<file path="config.mk">
export PLATFORM = sky130hd
export DESIGN_NAME = pcie_link_capabilities_control_regs
export DESIGN_NICKNAME = d
export VERILOG_FILES = /design/src/hw/link_regs_pkg.sv /design/src/hw/nvm_init_capture.sv /design/src/hw/aspm_entry_ctl.sv /design/src/hw/pcie_link_capabilities_control_regs.sv
export SDC_FILE = /design/constraint.sdc
export NUM_CORES = 1
export LEC_CHECK = 0
export ABC_AREA = 1
export BUFFER_PORTS_ARGS = -buffer_cell sky130_fd_sc_hd__buf_2
export CORE_MARGIN = 3
export CORE_UTILIZATION = 40
export DETAILED_ROUTE_END_ITERATION = 12
export PLACE_DENSITY_LB_ADDON = 0.3
export SYNTH_ARGS = -nofsm -noshare
export SYNTH_HDL_FRONTEND = slang
export SYNTH_SLANG_ARGS = --single-unit
</file>
<file path="constraint.sdc">
create_clock -name clock -period 1.2 [get_ports clock]
set_clock_uncertainty 0.2 [all_clocks]
set_input_delay 0.24 -clock clock [delete_from_list [all_inputs] [get_ports clock]]
set_output_delay 0.24 -clock clock [all_outputs]
set_load 0.01 [all_outputs]
</file>
<file path="src/hw/link_regs_pkg.sv">
package link_regs_pkg;

    // config space offsets (byte addresses)
    localparam logic [11:0] link_capabilities_off = 12'h0ec;
    localparam logic [11:0] link_ctl_off = 12'h0f0;

    // link capabilities field positions
    localparam int cap_speed_lsb = 0;
    localparam int cap_width_lsb = 4;
    localparam int cap_aspm_lsb = 10;
    localparam int cap_l0s_lsb = 12;
    localparam int cap_l1_lsb = 15;
    localparam int cap_sdown_bit = 19;
    localparam int cap_dllla_bit = 20;
    localparam int cap_port_lsb = 24;

    // link capabilities fixed codes and reset values
    localparam logic [3:0] speed_2g5 = 4'h1;
    localparam logic [5:0] width_x1 = 6'h01;
    localparam logic [1:0] aspm_supp_rst = 2'h3;
    localparam logic [2:0] l0s_lat_rst = 3'h1;
    localparam logic [2:0] l1_lat_rst = 3'h6;
    localparam logic [2:0] l1_lat_none = 3'h7;
    localparam logic [7:0] port_num_rst = 8'h00;

    // link control field positions and reset values
    localparam int ctl_aspm_lsb = 0;
    localparam int ctl_rcb_bit = 3;
    localparam int ctl_disable_bit = 4;
    localparam int ctl_retrain_bit = 5;
    localparam int ctl_cclk_bit = 6;
    localparam int ctl_xsync_bit = 7;
    localparam logic [1:0] aspm_ctl_rst = 2'h0;

    // nvm init words and field positions inside them
    localparam logic [7:0] nvm_lat_word = 8'h18;
    localparam logic [7:0] nvm_aspm_word = 8'h1a;
    localparam int nvm_l0s_cc_lsb = 0;
    localparam int nvm_l0s_sep_lsb = 3;
    localparam int nvm_l1_lsb = 6;
    localparam int nvm_aspm_lsb = 0;

    // configuration access request from the config-space decoder
    typedef struct packed {
        logic rd;
        logic wr;
        logic [11:0] addr;
        logic [3:0] be;
        logic [31:0] wdata;
    } cfg_req_t;

    // read answer
    typedef struct packed {
        logic valid;
        logic hit;
        logic [31:0] rdata;
    } cfg_rsp_t;

    // one word handed over by the nvm reader
    typedef struct packed {
        logic valid;
        logic [7:0] addr;
        logic [15:0] data;
    } nvm_word_t;

    // values loaded from nvm
    typedef struct packed {
        logic [1:0] aspm_supp;
        logic [2:0] l0s_cc;
        logic [2:0] l0s_sep;
        logic [2:0] l1_lat;
    } nvm_cfg_t;

    // link control as seen by the power manager
    typedef struct packed {
        logic [1:0] aspm;
        logic xsync;
    } pm_ctl_t;

    // ordered-set requests to the transmitter on l0s exit
    typedef struct packed {
        logic fts;
        logic ext_fts;
        logic ts1;
    } exit_req_t;

endpackage

</file>
<file path="src/hw/nvm_init_capture.sv">
`timescale 1ns/10ps
module nvm_init_capture (
    input wire logic clock,
    input wire logic rst_b,
    input link_regs_pkg::nvm_word_t nvm_in,
    output link_regs_pkg::nvm_cfg_t cfg
);

    link_regs_pkg::nvm_cfg_t cfg_ff;
    link_regs_pkg::nvm_cfg_t nxt_cfg;

    // pick fields out of the two init words as they stream past
    always_comb begin
        nxt_cfg = cfg_ff;
        if (nvm_in.valid && nvm_in.addr == link_regs_pkg::nvm_aspm_word) begin
            nxt_cfg.aspm_supp = nvm_in.data[link_regs_pkg::nvm_aspm_lsb +: 2];
        end
        if (nvm_in.valid && nvm_in.addr == link_regs_pkg::nvm_lat_word) begin
            nxt_cfg.l0s_cc = nvm_in.data[link_regs_pkg::nvm_l0s_cc_lsb +: 3];
            nxt_cfg.l0s_sep = nvm_in.data[link_regs_pkg::nvm_l0s_sep_lsb +: 3];
            nxt_cfg.l1_lat = nvm_in.data[link_regs_pkg::nvm_l1_lsb +: 3];
        end
    end

    // each default holds until the nvm reader delivers the init word that carries its field
    always_ff @(posedge clock or negedge rst_b) begin
        if (!rst_b) begin
            cfg_ff.aspm_supp <= link_regs_pkg::aspm_supp_rst;
            cfg_ff.l0s_cc <= link_regs_pkg::l0s_lat_rst;
            cfg_ff.l0s_sep <= link_regs_pkg::l0s_lat_rst;
            cfg_ff.l1_lat <= link_regs_pkg::l1_lat_rst;
        end else begin
            cfg_ff <= nxt_cfg;
        end
    end

    assign cfg = cfg_ff;

endmodule

</file>
<file path="src/hw/aspm_entry_ctl.sv">
`timescale 1ns/10ps
module aspm_entry_ctl (
    input wire logic clock,
    input wire logic rst_b,
    input link_regs_pkg::pm_ctl_t ctl,
    input wire logic [1:0] aspm_supp,
    input wire logic [2:0] l1_lat,
    input wire logic link_idle,
    input wire logic link_wake,
    output logic in_l0s,
    output logic in_l1,
    output link_regs_pkg::exit_req_t exit_req
);

    typedef enum logic [1:0] {st_l0, st_l0s, st_l1} pm_state_t;

    pm_state_t state_ff;
    pm_state_t nxt_state;
    link_regs_pkg::exit_req_t exit_ff;
    link_regs_pkg::exit_req_t nxt_exit;
    logic in_l0s_ff;
    logic nxt_in_l0s;
    logic in_l1_ff;
    logic nxt_in_l1;
    logic l0s_ok;
    logic l1_ok;

    // entry needs both software enable and advertised support
    assign l0s_ok = ctl.aspm[0] & aspm_supp[0];
    assign l1_ok = ctl.aspm[1] & aspm_supp[1] & (l1_lat != link_regs_pkg::l1_lat_none);

    // l1 preferred when allowed; wake wins over a fresh idle
    always_comb begin
        nxt_state = state_ff;
        nxt_exit = '0;
        case (state_ff)
            st_l0: begin
                if (link_idle && !link_wake && l1_ok) begin
                    nxt_state = st_l1;
                end else if (link_idle && !link_wake && l0s_ok) begin
                    nxt_state = st_l0s;
                end
            end
            st_l0s: begin
                if (link_wake || !l0s_ok) begin
                    nxt_state = st_l0;
                    nxt_exit.fts = 1'b1;
                    nxt_exit.ext_fts = ctl.xsync;
                    nxt_exit.ts1 = ctl.xsync;
                end
            end
            st_l1: begin
                if (link_wake || !l1_ok) begin
                    nxt_state = st_l0;
                end
            end
            default: begin
                nxt_state = st_l0;
            end
        endcase
        // state flags decoded ahead so the ports come straight from flops
        nxt_in_l0s = (nxt_state == st_l0s);
        nxt_in_l1 = (nxt_state == st_l1);
    end

    always_ff @(posedge clock or negedge rst_b) begin
        if (!rst_b) begin
            state_ff <= st_l0;
            exit_ff <= '0;
            in_l0s_ff <= 1'b0;
            in_l1_ff <= 1'b0;
        end else begin
            state_ff <= nxt_state;
            exit_ff <= nxt_exit;
            in_l0s_ff <= nxt_in_l0s;
            in_l1_ff <= nxt_in_l1;
        end
    end

    assign in_l0s = in_l0s_ff;
    assign in_l1 = in_l1_ff;
    assign exit_req = exit_ff;

endmodule

</file>
<file path="src/hw/pcie_link_capabilities_control_regs.sv">
`timescale 1ns/10ps
module pcie_link_capabilities_control_regs (
    input wire logic clock,
    input wire logic rst_b,
    input link_regs_pkg::cfg_req_t cfg_req,
    output link_regs_pkg::cfg_rsp_t cfg_rsp,
    input link_regs_pkg::nvm_word_t nvm_in,
    input wire logic port_num_load,
    input wire logic [7:0] port_num_in,
    input wire logic link_idle,
    input wire logic link_wake,
    output logic in_l0s,
    output logic in_l1,
    output link_regs_pkg::exit_req_t exit_req,
    output logic [2:0] l0s_exit_lat,
    output logic [2:0] l1_exit_lat,
    output logic read_comp_128
);

    link_regs_pkg::nvm_cfg_t nvm_cfg;
    link_regs_pkg::pm_ctl_t pm_ctl;
    link_regs_pkg::cfg_rsp_t rsp_ff;
    link_regs_pkg::cfg_rsp_t nxt_rsp;

    logic [1:0] aspm_ctl_ff;
    logic [1:0] nxt_aspm_ctl;
    logic rcb_ff;
    logic nxt_rcb;
    logic cclk_ff;
    logic nxt_cclk;
    logic xsync_ff;
    logic nxt_xsync;
    logic [7:0] port_num_ff;
    logic [7:0] nxt_port_num;
    logic [2:0] l0s_lat_ff;
    logic [2:0] nxt_l0s_lat;
    logic [2:0] l1_lat_ff;
    logic [2:0] nxt_l1_lat;

    logic [2:0] l0s_sel;
    logic [31:0] cap_word;
    logic [31:0] ctl_word;
    logic ctl_wr;

    // init values from the nvm words
    nvm_init_capture i_nvm_init_capture (
        .clock(clock),
        .rst_b(rst_b),
        .nvm_in(nvm_in),
        .cfg(nvm_cfg)
    );

    // latency in force depends on the clocking of the two link ends
    assign l0s_sel = cclk_ff ? nvm_cfg.l0s_cc : nvm_cfg.l0s_sep;

    // capabilities image; unlisted bits stay zero
    always_comb begin
        cap_word = 32'h0000_0000;
        cap_word[link_regs_pkg::cap_speed_lsb +: 4] = link_regs_pkg::speed_2g5;
        cap_word[link_regs_pkg::cap_width_lsb +: 6] = link_regs_pkg::width_x1;
        cap_word[link_regs_pkg::cap_aspm_lsb +: 2] = nvm_cfg.aspm_supp;
        cap_word[link_regs_pkg::cap_l0s_lsb +: 3] = l0s_sel;
        cap_word[link_regs_pkg::cap_l1_lsb +: 3] = nvm_cfg.l1_lat;
        cap_word[link_regs_pkg::cap_sdown_bit] = 1'b0;
        cap_word[link_regs_pkg::cap_dllla_bit] = 1'b0;
        cap_word[link_regs_pkg::cap_port_lsb +: 8] = port_num_ff;
    end

    // control image; link status half above is not this block's, reads zero
    always_comb begin
        ctl_word = 32'h0000_0000;
        ctl_word[link_regs_pkg::ctl_aspm_lsb +: 2] = aspm_ctl_ff;
        ctl_word[link_regs_pkg::ctl_rcb_bit] = rcb_ff;
        ctl_word[link_regs_pkg::ctl_disable_bit] = 1'b0;
        ctl_word[link_regs_pkg::ctl_retrain_bit] = 1'b0;
        ctl_word[link_regs_pkg::ctl_cclk_bit] = cclk_ff;
        ctl_word[link_regs_pkg::ctl_xsync_bit] = xsync_ff;
    end

    // only byte lane 0 of link control carries writable bits
    assign ctl_wr = cfg_req.wr && cfg_req.be[0]
        && (cfg_req.addr == link_regs_pkg::link_ctl_off);

    // writable control bits; capability writes fall through untouched
    always_comb begin
        nxt_aspm_ctl = aspm_ctl_ff;
        nxt_rcb = rcb_ff;
        nxt_cclk = cclk_ff;
        nxt_xsync = xsync_ff;
        if (ctl_wr) begin
            nxt_aspm_ctl = cfg_req.wdata[link_regs_pkg::ctl_aspm_lsb +: 2];
            nxt_rcb = cfg_req.wdata[link_regs_pkg::ctl_rcb_bit];
            nxt_cclk = cfg_req.wdata[link_regs_pkg::ctl_cclk_bit];
            nxt_xsync = cfg_req.wdata[link_regs_pkg::ctl_xsync_bit];
        end
    end

    always_ff @(posedge clock or negedge rst_b) begin
        if (!rst_b) begin
            aspm_ctl_ff <= link_regs_pkg::aspm_ctl_rst;
            rcb_ff <= 1'b0;
            cclk_ff <= 1'b0;
            xsync_ff <= 1'b0;
        end else begin
            aspm_ctl_ff <= nxt_aspm_ctl;
            rcb_ff <= nxt_rcb;
            cclk_ff <= nxt_cclk;
            xsync_ff <= nxt_xsync;
        end
    end

    // port number comes from training, never from software
    always_comb begin
        nxt_port_num = port_num_ff;
        if (port_num_load) begin
            nxt_port_num = port_num_in;
        end
    end

    always_ff @(posedge clock or negedge rst_b) begin
        if (!rst_b) begin
            port_num_ff <= link_regs_pkg::port_num_rst;
        end else begin
            port_num_ff <= nxt_port_num;
        end
    end

    // read answer one cycle after the request; other offsets read zero
    always_comb begin
        nxt_rsp = '0;
        if (cfg_req.rd) begin
            nxt_rsp.valid = 1'b1;
            if (cfg_req.addr == link_regs_pkg::link_capabilities_off) begin
                nxt_rsp.hit = 1'b1;
                nxt_rsp.rdata = cap_word;
            end else if (cfg_req.addr == link_regs_pkg::link_ctl_off) begin
                nxt_rsp.hit = 1'b1;
                nxt_rsp.rdata = ctl_word;
            end
        end
    end

    always_ff @(posedge clock or negedge rst_b) begin
        if (!rst_b) begin
            rsp_ff <= '0;
        end else begin
            rsp_ff <= nxt_rsp;
        end
    end

    // latency outputs registered so the ports come from flops
    always_comb begin
        nxt_l0s_lat = l0s_sel;
        nxt_l1_lat = nvm_cfg.l1_lat;
    end

    always_ff @(posedge clock or negedge rst_b) begin
        if (!rst_b) begin
            l0s_lat_ff <= link_regs_pkg::l0s_lat_rst;
            l1_lat_ff <= link_regs_pkg::l1_lat_rst;
        end else begin
            l0s_lat_ff <= nxt_l0s_lat;
            l1_lat_ff <= nxt_l1_lat;
        end
    end

    // power state entry follows the programmed enables
    assign pm_ctl.aspm = aspm_ctl_ff;
    assign pm_ctl.xsync = xsync_ff;

    aspm_entry_ctl i_aspm_entry_ctl (
        .clock(clock),
        .rst_b(rst_b),
        .ctl(pm_ctl),
        .aspm_supp(nvm_cfg.aspm_supp),
        .l1_lat(nvm_cfg.l1_lat),
        .link_idle(link_idle),
        .link_wake(link_wake),
        .in_l0s(in_l0s),
        .in_l1(in_l1),
        .exit_req(exit_req)
    );

    assign cfg_rsp = rsp_ff;
    assign l0s_exit_lat = l0s_lat_ff;
    assign l1_exit_lat = l1_lat_ff;
    assign read_comp_128 = rcb_ff;

endmodule

</file>
==> metrics.md, run 1 <==
| Metric | Value |
|---|---|
| Run status | finished, violations left |
| Failing checks | setup timing |
| Number of clock sinks | 60 |
| Pin count of the biggest net entering global routing | 21 |
| Clock-pin slew of the registers on the worst-case setup and hold paths | 0.06 ns |
| Unrepaired setup endpoints after global routing | yes |
| Worst hold path stage count | 3 |
| Final design utilization | a little over three fifths |
| Register-to-Register Path Depth | 4 |
| Type of the most critical hold path | in2reg |
| Buffering stage count on the worst path with inverters included | 1 |
| Global-route wire length before repair | 8940 um |
| Number of global-route vias before repair | 2078 |
| Total vias in the final route | between 2000 and 2500 |
| Final standard cell count with taps included and fillers excluded | around 460 |
| Total global routing track utilization | approximately 16% |
| Most numerous cell in the Yosys netlist | sky130_fd_sc_hd__nand2_1 |
| Post-detailed-route DRC marker count | 0 |
| Final hold violation count | 0 |
| Dpl cells | ~420 |
| Critical-path cell list | buf_6 |
| Die height | around 84 um |
| Area used by multi-input combinational logic | roughly 760 um2 |
| Peak VDD IR | 618 uV |
| First-pass detailed-route iteration total | 4 |
| GR Overflow Total | 0 |
| Crit path setup slack, layout | -0.182 ns |
| Endpoint class of the critical path | primary output |
| Die extent in x | 83.6 um |
| Total number of nets in the final design | around 470 |
| Latest clock arrival within the worst-skew pair | approximately 0.33 ns |
| Unique cell type count in the Yosys netlist | 22 |
| Highest cell delay on the worst timing path | about 0.53 ns |
| Number of antenna diodes | 0 |
| Slowest stage cell, crit path | sky130_fd_sc_hd__dfstp_2 |
| Average wire per cell in the routed design | 11.5 um |
| Root buffer cell | sky130_fd_sc_hd__clkbuf_8 |
| Number of endpoints failing setup at the final stage | 36 |
| Number of warnings printed during yosys synthesis | 0 |
| Initial core utilization | a little over two fifths |
| Synth Flop Type | sky130_fd_sc_hd__dfrtp_1 |
| Areal power density over the cells | around 1200 mW/mm2 |
| Worst-case clock buffer depth | 2 |
| Count of hold-fix buffers inserted at cts | 26 |
| Initial antenna violation count | 0 |
| HPWL after detailed placement | around 3700 um |
| FF/Latch Area | between 0.0015 and 0.002 mm2 |
| Fmax | 724 MHz |
| Cell type with the largest total area after synthesis | sky130_fd_sc_hd__dfrtp_1 |
| Share of the yosys chip area belonging to registers | 62.7% |
| Post-route setup TNS | -2.55 ns |
| Via-per-instance ratio | ~4.4 |
| Portion of synthesized cell area occupied by the leading cell type | a little over half |
| Count of flip-flops with a built-in enable after synthesis | 0 |
| Total routed wirelength | between 5000 and 6000 um |
| Total of fill cells in the finished design | 457 |
| Async S/R FF share, synth | 100% |
| Average instance area after synthesis | between 9 and 10 um2 |
| Global placement routability congestion | between 0.7 and 0.8 |
| Leakage | 1.97 nW |
| Starting DRC count in detailed routing | between 60 and 70 |
| Family with the most delay on the worst path | flip-flops |
| Kind of critical path | reg2out |
| Arrival time at the worst endpoint | around 0.94 ns |
| Area of the die | 0.00699 mm2 |
| Clock buffers created by TritonCTS | 9 |
| Final worst path period share | 115% |
| Peak fanout along the critical path | 1 |
| Max-slew violation count | 0 |
| TritonCTS clock tree | done |
| Pre-CTS setup slack | -0.204 ns |
| Data required time at the worst endpoint | between 0.7 and 0.8 ns |
| Level count of the clock H-tree | 3 |
| Floorplan core area | 0.00568 mm2 |
| Post-layout minimum cycle time | ~1.4 ns |
| Row count | 27 |
| Number of violations of the max-capacitance limit | 0 |
| Total I/O pin count | 134 |
| Proportion of layout cells with a drive suffix above 1 | 37.2% |
| Number of port buffers | between 80 and 90 |
| Critical path depth in cells | 1 |
| Cell Area, Synth | between 0.002 and 0.0025 mm2 |
| Area added between synthesis and finish | 48.4% |
| Startpoint type of the worst setup path | register |
| Cells taking the most area after synthesis | sky130_fd_sc_hd__dfrtp_1 (53%), sky130_fd_sc_hd__nand2_1 (10%), sky130_fd_sc_hd__dfstp_2 (9.8%) |
| Cell count after synthesis | between 200 and 250 |
| Antenna Nets Post-Route | 0 |
| Synth cell count leaders | sky130_fd_sc_hd__nand2_1 (64), sky130_fd_sc_hd__dfrtp_1 (51), sky130_fd_sc_hd__inv_1 (32), sky130_fd_sc_hd__nor2_1 (27), sky130_fd_sc_hd__nand4_1 (18) |
| Total of flip-flops plus latches after synthesis | 60 |
-- state kept, by name (all words and copies together), names as in the netlist --
register and flops:
aspm_ctl_ff 2, cclk_ff 1, cfg_rsp 24, i_aspm_entry_ctl.exit_req 2
i_aspm_entry_ctl.in_l0s 1, i_aspm_entry_ctl.in_l1 1, i_aspm_entry_ctl.state_ff 2, i_nvm_init_capture.cfg 11
l0s_exit_lat 3, l1_exit_lat 3, port_num_ff 8, read_comp_128 1
xsync_ff 1
-- layout make-up --
type / count / share of cell area (%)
flip-flops and latches: 60 / 42.3
clock inverters: 2 / 0.280
multi-input cells: 149 / 21.1
well taps: 72 / 2.52
repair buffers: 133 / 25.6
clock buffers: 14 / 4.83
inverters: 32 / 3.36
-- path summary, 6_finish.rpt --
| check | start | to | slack [ns] |
|---|---|---|---|
| worst min register to register | i_nvm_init_capture.cfg[3] | i_nvm_init_capture.cfg[3] | 0.26 |
| max in group asynchronous | rst_b | l0s_exit_lat[0] | 0.17 |
| worst min-delay path | link_wake | i_aspm_entry_ctl.exit_req[2] | 0.003 |
| worst max register to register | i_nvm_init_capture.cfg[9] | i_aspm_entry_ctl.exit_req[1] | 0.02 |
| min in group asynchronous | rst_b | cfg_rsp[31] | 0.14 |
| worst max-delay path | l1_exit_lat[1] | l1_exit_lat[1] | -0.18 |
-- tightest hold or removal path, delay by kind of cell --
kind          cells  cell delay (ns)
simple gates      2             0.13
buf+inv           1             0.12
-- report_power, final --
group          internal, mW  leakage (nW)  total, mW  switching, mW
sequential             2.09         0.787       2.11         0.0224
clock                 0.913        0.0965       1.62          0.708
combinational         0.194          1.09      0.392          0.198
-- metrics by stage --
| stage | instance area [um2] | hold slack (ns) | power [mW] |
|---|---|---|---|
| 6_report | 3580 | 0.00316 | 4.12 |
| 5_1_grt | 3580 | -0.00301 | 4.31 |
| 4_1_cts | 3520 | -0.00447 | 4.16 |
| 3_5_place_dp | 3020 | -0.0492 | 2.45 |
| 3_3_place_gp | 3020 | -0.0504 | 2.45 |
| 2_1_floorplan | 2450 | -0.256 | 2.28 |
-- logic make-up after synthesis --
family | count (synthesis) | share of synthesized area, %
DFF | 60 | 62.7
and+or+nand+nor | 126 | 24.3
other | 1 | 0.156
buffers and inverters | 48 | 9.86
AOI/OAI and AO/OA | 13 | 2.91
-- what timing repair did --
action / 4_1_cts / 5_1_grt
endpoints found under the hold margin: 77 / 1
endpoints found under the setup margin: 38 / 42
pin swaps: 2 / 7
resized for setup: 7 / 13
buffers inserted: 2 / 2
-- per-layer routing --
metal / track usage [%] / wire (um) / up-vias
li1: - / - / 1040
met1: 18.2 / 2230 / 924
met2: 28.2 / 2640 / 78
met3: 4.94 / 334 / 7
met4: 7.02 / 87 / 0
met5: 0 / 0 / -
-- cells in the final DEF, fill, tap and decap left out, types with 3 or more instances in the layout --
cell                            instances
sky130_fd_sc_hd__nand3_1                5
sky130_fd_sc_hd__buf_6                  5
sky130_fd_sc_hd__dlygate4sd3_1         26
sky130_fd_sc_hd__buf_4                 18
sky130_fd_sc_hd__buf_2                 81
sky130_fd_sc_hd__nor2_1                26
sky130_fd_sc_hd__o21ai_0                9
sky130_fd_sc_hd__dfstp_2                9
sky130_fd_sc_hd__nor2_4                 3
sky130_fd_sc_hd__clkbuf_8              12
sky130_fd_sc_hd__buf_12                 3
sky130_fd_sc_hd__inv_1                 31
sky130_fd_sc_hd__nand2_1               62
sky130_fd_sc_hd__nand4_1               18
sky130_fd_sc_hd__dfrtp_1               51
sky130_fd_sc_hd__conb_1                10
Note: power is estimated with default switching activity, not from simulation.
==> inputs of run 2 (changes only) <==
ABC_CLOCK_PERIOD_IN_PS = 1200   (was unset)
RECOVER_POWER = 25   (was unset)
SYNTH_HIERARCHICAL = 1   (was unset)
==> run 2 against run 1 <==
Effect of this change: critical path type unchanged; wire length rose by 1.3%; highest routed layer unchanged; design area rose by 3.3%; synthesized area rose by 4.7%; clock power fell by 4%; sequential power barely moved; the flow still finishes with violations (setup timing); critical path depth did not move.
==> metrics.md, run 2 <==
| Metric | Value |
|---|---|
| Run status | finished, violations left |
| Failing checks | setup timing |
| Worst-case clock buffer depth | 2 (unchanged) |
| Number of endpoints failing setup at the final stage | 43 (+19%) |
| Post-detailed-route DRC marker count | 0 (unchanged) |
| Proportion of layout cells with a drive suffix above 1 | 41.3% (+4.1 points) |
| Synth Flop Type | sky130_fd_sc_hd__dfrtp_1 |
| Leading cell type in the layout, fill and taps excluded | sky130_fd_sc_hd__buf_2 |
| Antenna Nets Post-Route | 0 (unchanged) |
| GR Overflow Total | 0 (unchanged) |
| Uppermost signal routing layer after detailed routing | met4 |
| Share of the yosys chip area belonging to registers | 59.9% (-2.8 points) |
| Buffering stage count on the worst path with inverters included | 1 (unchanged) |
| Die extent in x | 85.5 um (+2.2%) |
| Kind of critical path | reg2out |
| Via-per-instance ratio | 4.34 (-2.1%) |
| Highest cell delay on the worst timing path | 0.53 ns (about the same) |
| Row count | 28 (+3.7%) |
| Count of flip-flops with a built-in enable after synthesis | 0 (unchanged) |
| Level count of the clock H-tree | 3 (unchanged) |
| Initial antenna violation count | 0 (unchanged) |
| Total vias in the final route | 2049 (unchanged) |
| Starting DRC count in detailed routing | 96 (+50%) |
| Most numerous cell in the Yosys netlist | sky130_fd_sc_hd__nand2_1 |
| Number of port buffers | 86 (unchanged) |
| HPWL after detailed placement | 3850 um (+3.2%) |
| Total I/O pin count | 134 (unchanged) |
| Placed Area | 0.00317 mm2 (+5.0%) |
| Worst-case headroom to the max-slew limit | approximately three fifths |
| Critical-path cell list | buf_6 |
| Floorplan core area | 0.00603 mm2 (+6.2%) |
| Areal power density over the cells | 1110 mW/mm2 (-4.0%) |
| Global placement routability congestion | 0.766 (-1.9%) |
| Max-slew violation count | 0 (unchanged) |
| Total global routing track utilization | 15.8% (-0.42 points) |
| Slew at the pin closest to its max-slew limit | slightly above 0.6 ns |
| Synth cell count leaders | sky130_fd_sc_hd__nand2_1 (67), sky130_fd_sc_hd__dfrtp_1 (51), sky130_fd_sc_hd__inv_1 (35), sky130_fd_sc_hd__nor2_1 (18), sky130_fd_sc_hd__nand3_1 (17) |
| Number of antenna diodes | 0 (unchanged) |
| Slowest stage cell, crit path | sky130_fd_sc_hd__dfstp_2 |
| Clock buffers created by TritonCTS | 9 (unchanged) |
| Post-layout minimum cycle time | 1.39 ns (+0.00960 ns) |
| Async S/R FF share, synth | 100% (unchanged) |
| Final worst path period share | 116% (+0.80 points) |
| Post-Route M1 WL | 2280 um (+2.1%) |
| Pin count of the biggest net entering global routing | 29 (+38%) |
| Data required time at the worst endpoint | 0.76 ns (about the same) |
| Clock-pin slew of the registers on the worst-case setup and hold paths | 0.06 ns (about the same) |
| Startpoint type of the worst setup path | register |
| Number of warnings printed during yosys synthesis | 6 (+6) |
| Max FFs per register | 24 (unchanged) |
| Cell Area, Synth | 0.00252 mm2 (+4.7%) |
| Final Power | 4.09 mW (-0.84%) |
| Family with the most delay on the worst path | flip-flops |
| Initial core utilization | 41.9% (-0.58 points) |
| Endpoint class of the critical path | primary output |
| Unique cell type count in the Yosys netlist | 22 (unchanged) |
| Area of the die | 0.00730 mm2 (+4.4%) |
| Total routed wirelength | 5360 um (+1.3%) |
| Peak VDD IR | 660 uV (+6.9%) |
| Cell count after synthesis | 259 (+4.4%) |
| Number of global-route vias before repair | 2012 (-3.2%) |
| TritonCTS clock tree | done |
| Cells taking the most area after synthesis | sky130_fd_sc_hd__dfrtp_1 (51%), sky130_fd_sc_hd__nand2_1 (10%), sky130_fd_sc_hd__dfstp_2 (9.4%) |
| Global-route wire length before repair | 8880 um (-0.62%) |
| Detailed route wirelength on metal2 | 2580 um (-2.1%) |
| Type of the most critical hold path | in2reg |
| Peak fanout along the critical path | 1 (unchanged) |
| Die height | 85.5 um (+2.2%) |
| Worst slack on hold paths | 0.0386 ns (+0.0355 ns) |
| Commonest cells after routing, fill and taps aside | sky130_fd_sc_hd__buf_2 (76), sky130_fd_sc_hd__nand2_1 (62), sky130_fd_sc_hd__dfrtp_1 (50) |
| Unrepaired setup endpoints after global routing | yes |
| Portion of synthesized cell area occupied by the leading cell type | 50.5% (-2.4 points) |
| Cell type with the largest total area after synthesis | sky130_fd_sc_hd__dfrtp_1 |
| Root buffer cell | sky130_fd_sc_hd__clkbuf_8 |
| WL met3 | 399 um (+19%) |
| Crit path setup slack, layout | -0.191 ns (-0.00960 ns) |
| Area added between synthesis and finish | 46.4% |
| Average wire per cell in the routed design | 11.4 um (-0.82%) |
| Fmax | 719 MHz (-0.69%) |
| Finished Cell Area | 0.00370 mm2 (+3.3%) |
| First-pass detailed-route iteration total | 4 (unchanged) |
| Latest clock arrival within the worst-skew pair | 0.33 ns (about the same) |
| Total number of nets in the final design | 481 (+1.7%) |
| Final hold violation count | 0 (unchanged) |
| Total of flip-flops plus latches after synthesis | 60 (unchanged) |
| Leakage | 2.01 nW (+2.0%) |
| Arrival time at the worst endpoint | 0.95 ns (about the same) |
| Average instance area after synthesis | 9.75 um2 (+0.27%) |
| Number of clock sinks | 60 (unchanged) |
| Number of violations of the max-capacitance limit | 0 (unchanged) |
[run 2: path summary, 6_finish.rpt]
kind | cells after the start | to | from | slack, ns
min | 3 | i_aspm_entry_ctl/in_l1 | link_idle | 0.04
max in group asynchronous | 3 | i_nvm_init_capture/cfg[9] | rst_b | -0.04
min reg2reg | 0 | l1_exit_lat[0] | i_nvm_init_capture/cfg[0] | 0.25
min in group asynchronous | 2 | cfg_rsp[16] | rst_b | 0.23
max | 1 | l0s_exit_lat[0] | l0s_exit_lat[0] | -0.19
max reg2reg | 4 | i_aspm_entry_ctl/in_l0s | i_nvm_init_capture/cfg[9] | 0.04
[run 2: layout make-up]
class	instances	area [um2]
tap	75	93.8
timing repair buffer	128	915
inverter	38	143
sequential	60	1510
multi-input combinational	156	862
clock buffer	13	159
clock inverter	2	10.0
fill	526	2330
[run 2: kinds of logic after synthesis]
family | Yosys count | synth area share, %
buf+inv | 52 | 9.96
other cells | 1 | 0.149
flops | 60 | 59.9
compound gates | 11 | 2.18
simple gates | 135 | 27.8
[run 2: through the flow]
stage          std cells  worst slack, ns  utilization, %  TNS (ns)
2_1_floorplan        268          -0.0192               -    -0.145
3_3_place_gp         431           -0.125            52.6     -3.06
4_1_cts              472           -0.214            60.3     -3.30
5_1_grt              472           -0.230            61.3     -7.73
3_5_place_dp         431           -0.139            52.6     -3.68
6_report             472           -0.191            61.3     -2.82
[run 2: per-layer routing]
layer	global-route usage, %	vias up
met5	0	-
met3	4.17	11
met4	8.63	0
met2	25.4	81
li1	-	1044
met1	19.2	913
[run 2: tightest hold or removal path, delay by kind of cell]
kind | cells | cell delay, ns
AND/OR/NAND/NOR | 2 | 0.20
buffers and inverters | 1 | 0.09
[run 2: power by group]
part           total (mW)  internal [mW]  switching, mW
sequential           2.11           2.09         0.0225
clock                1.56          0.844          0.713
combinational       0.422          0.203          0.220
total                4.09           3.13          0.955
[run 2: what timing repair did]
item,in CTS,in global routing
setup buffers,1,1
endpoints found under the setup margin,41,42
hold endpoints to repair,80,0
pin swaps,1,6
hold buffers,25,0
resized for setup,10,15
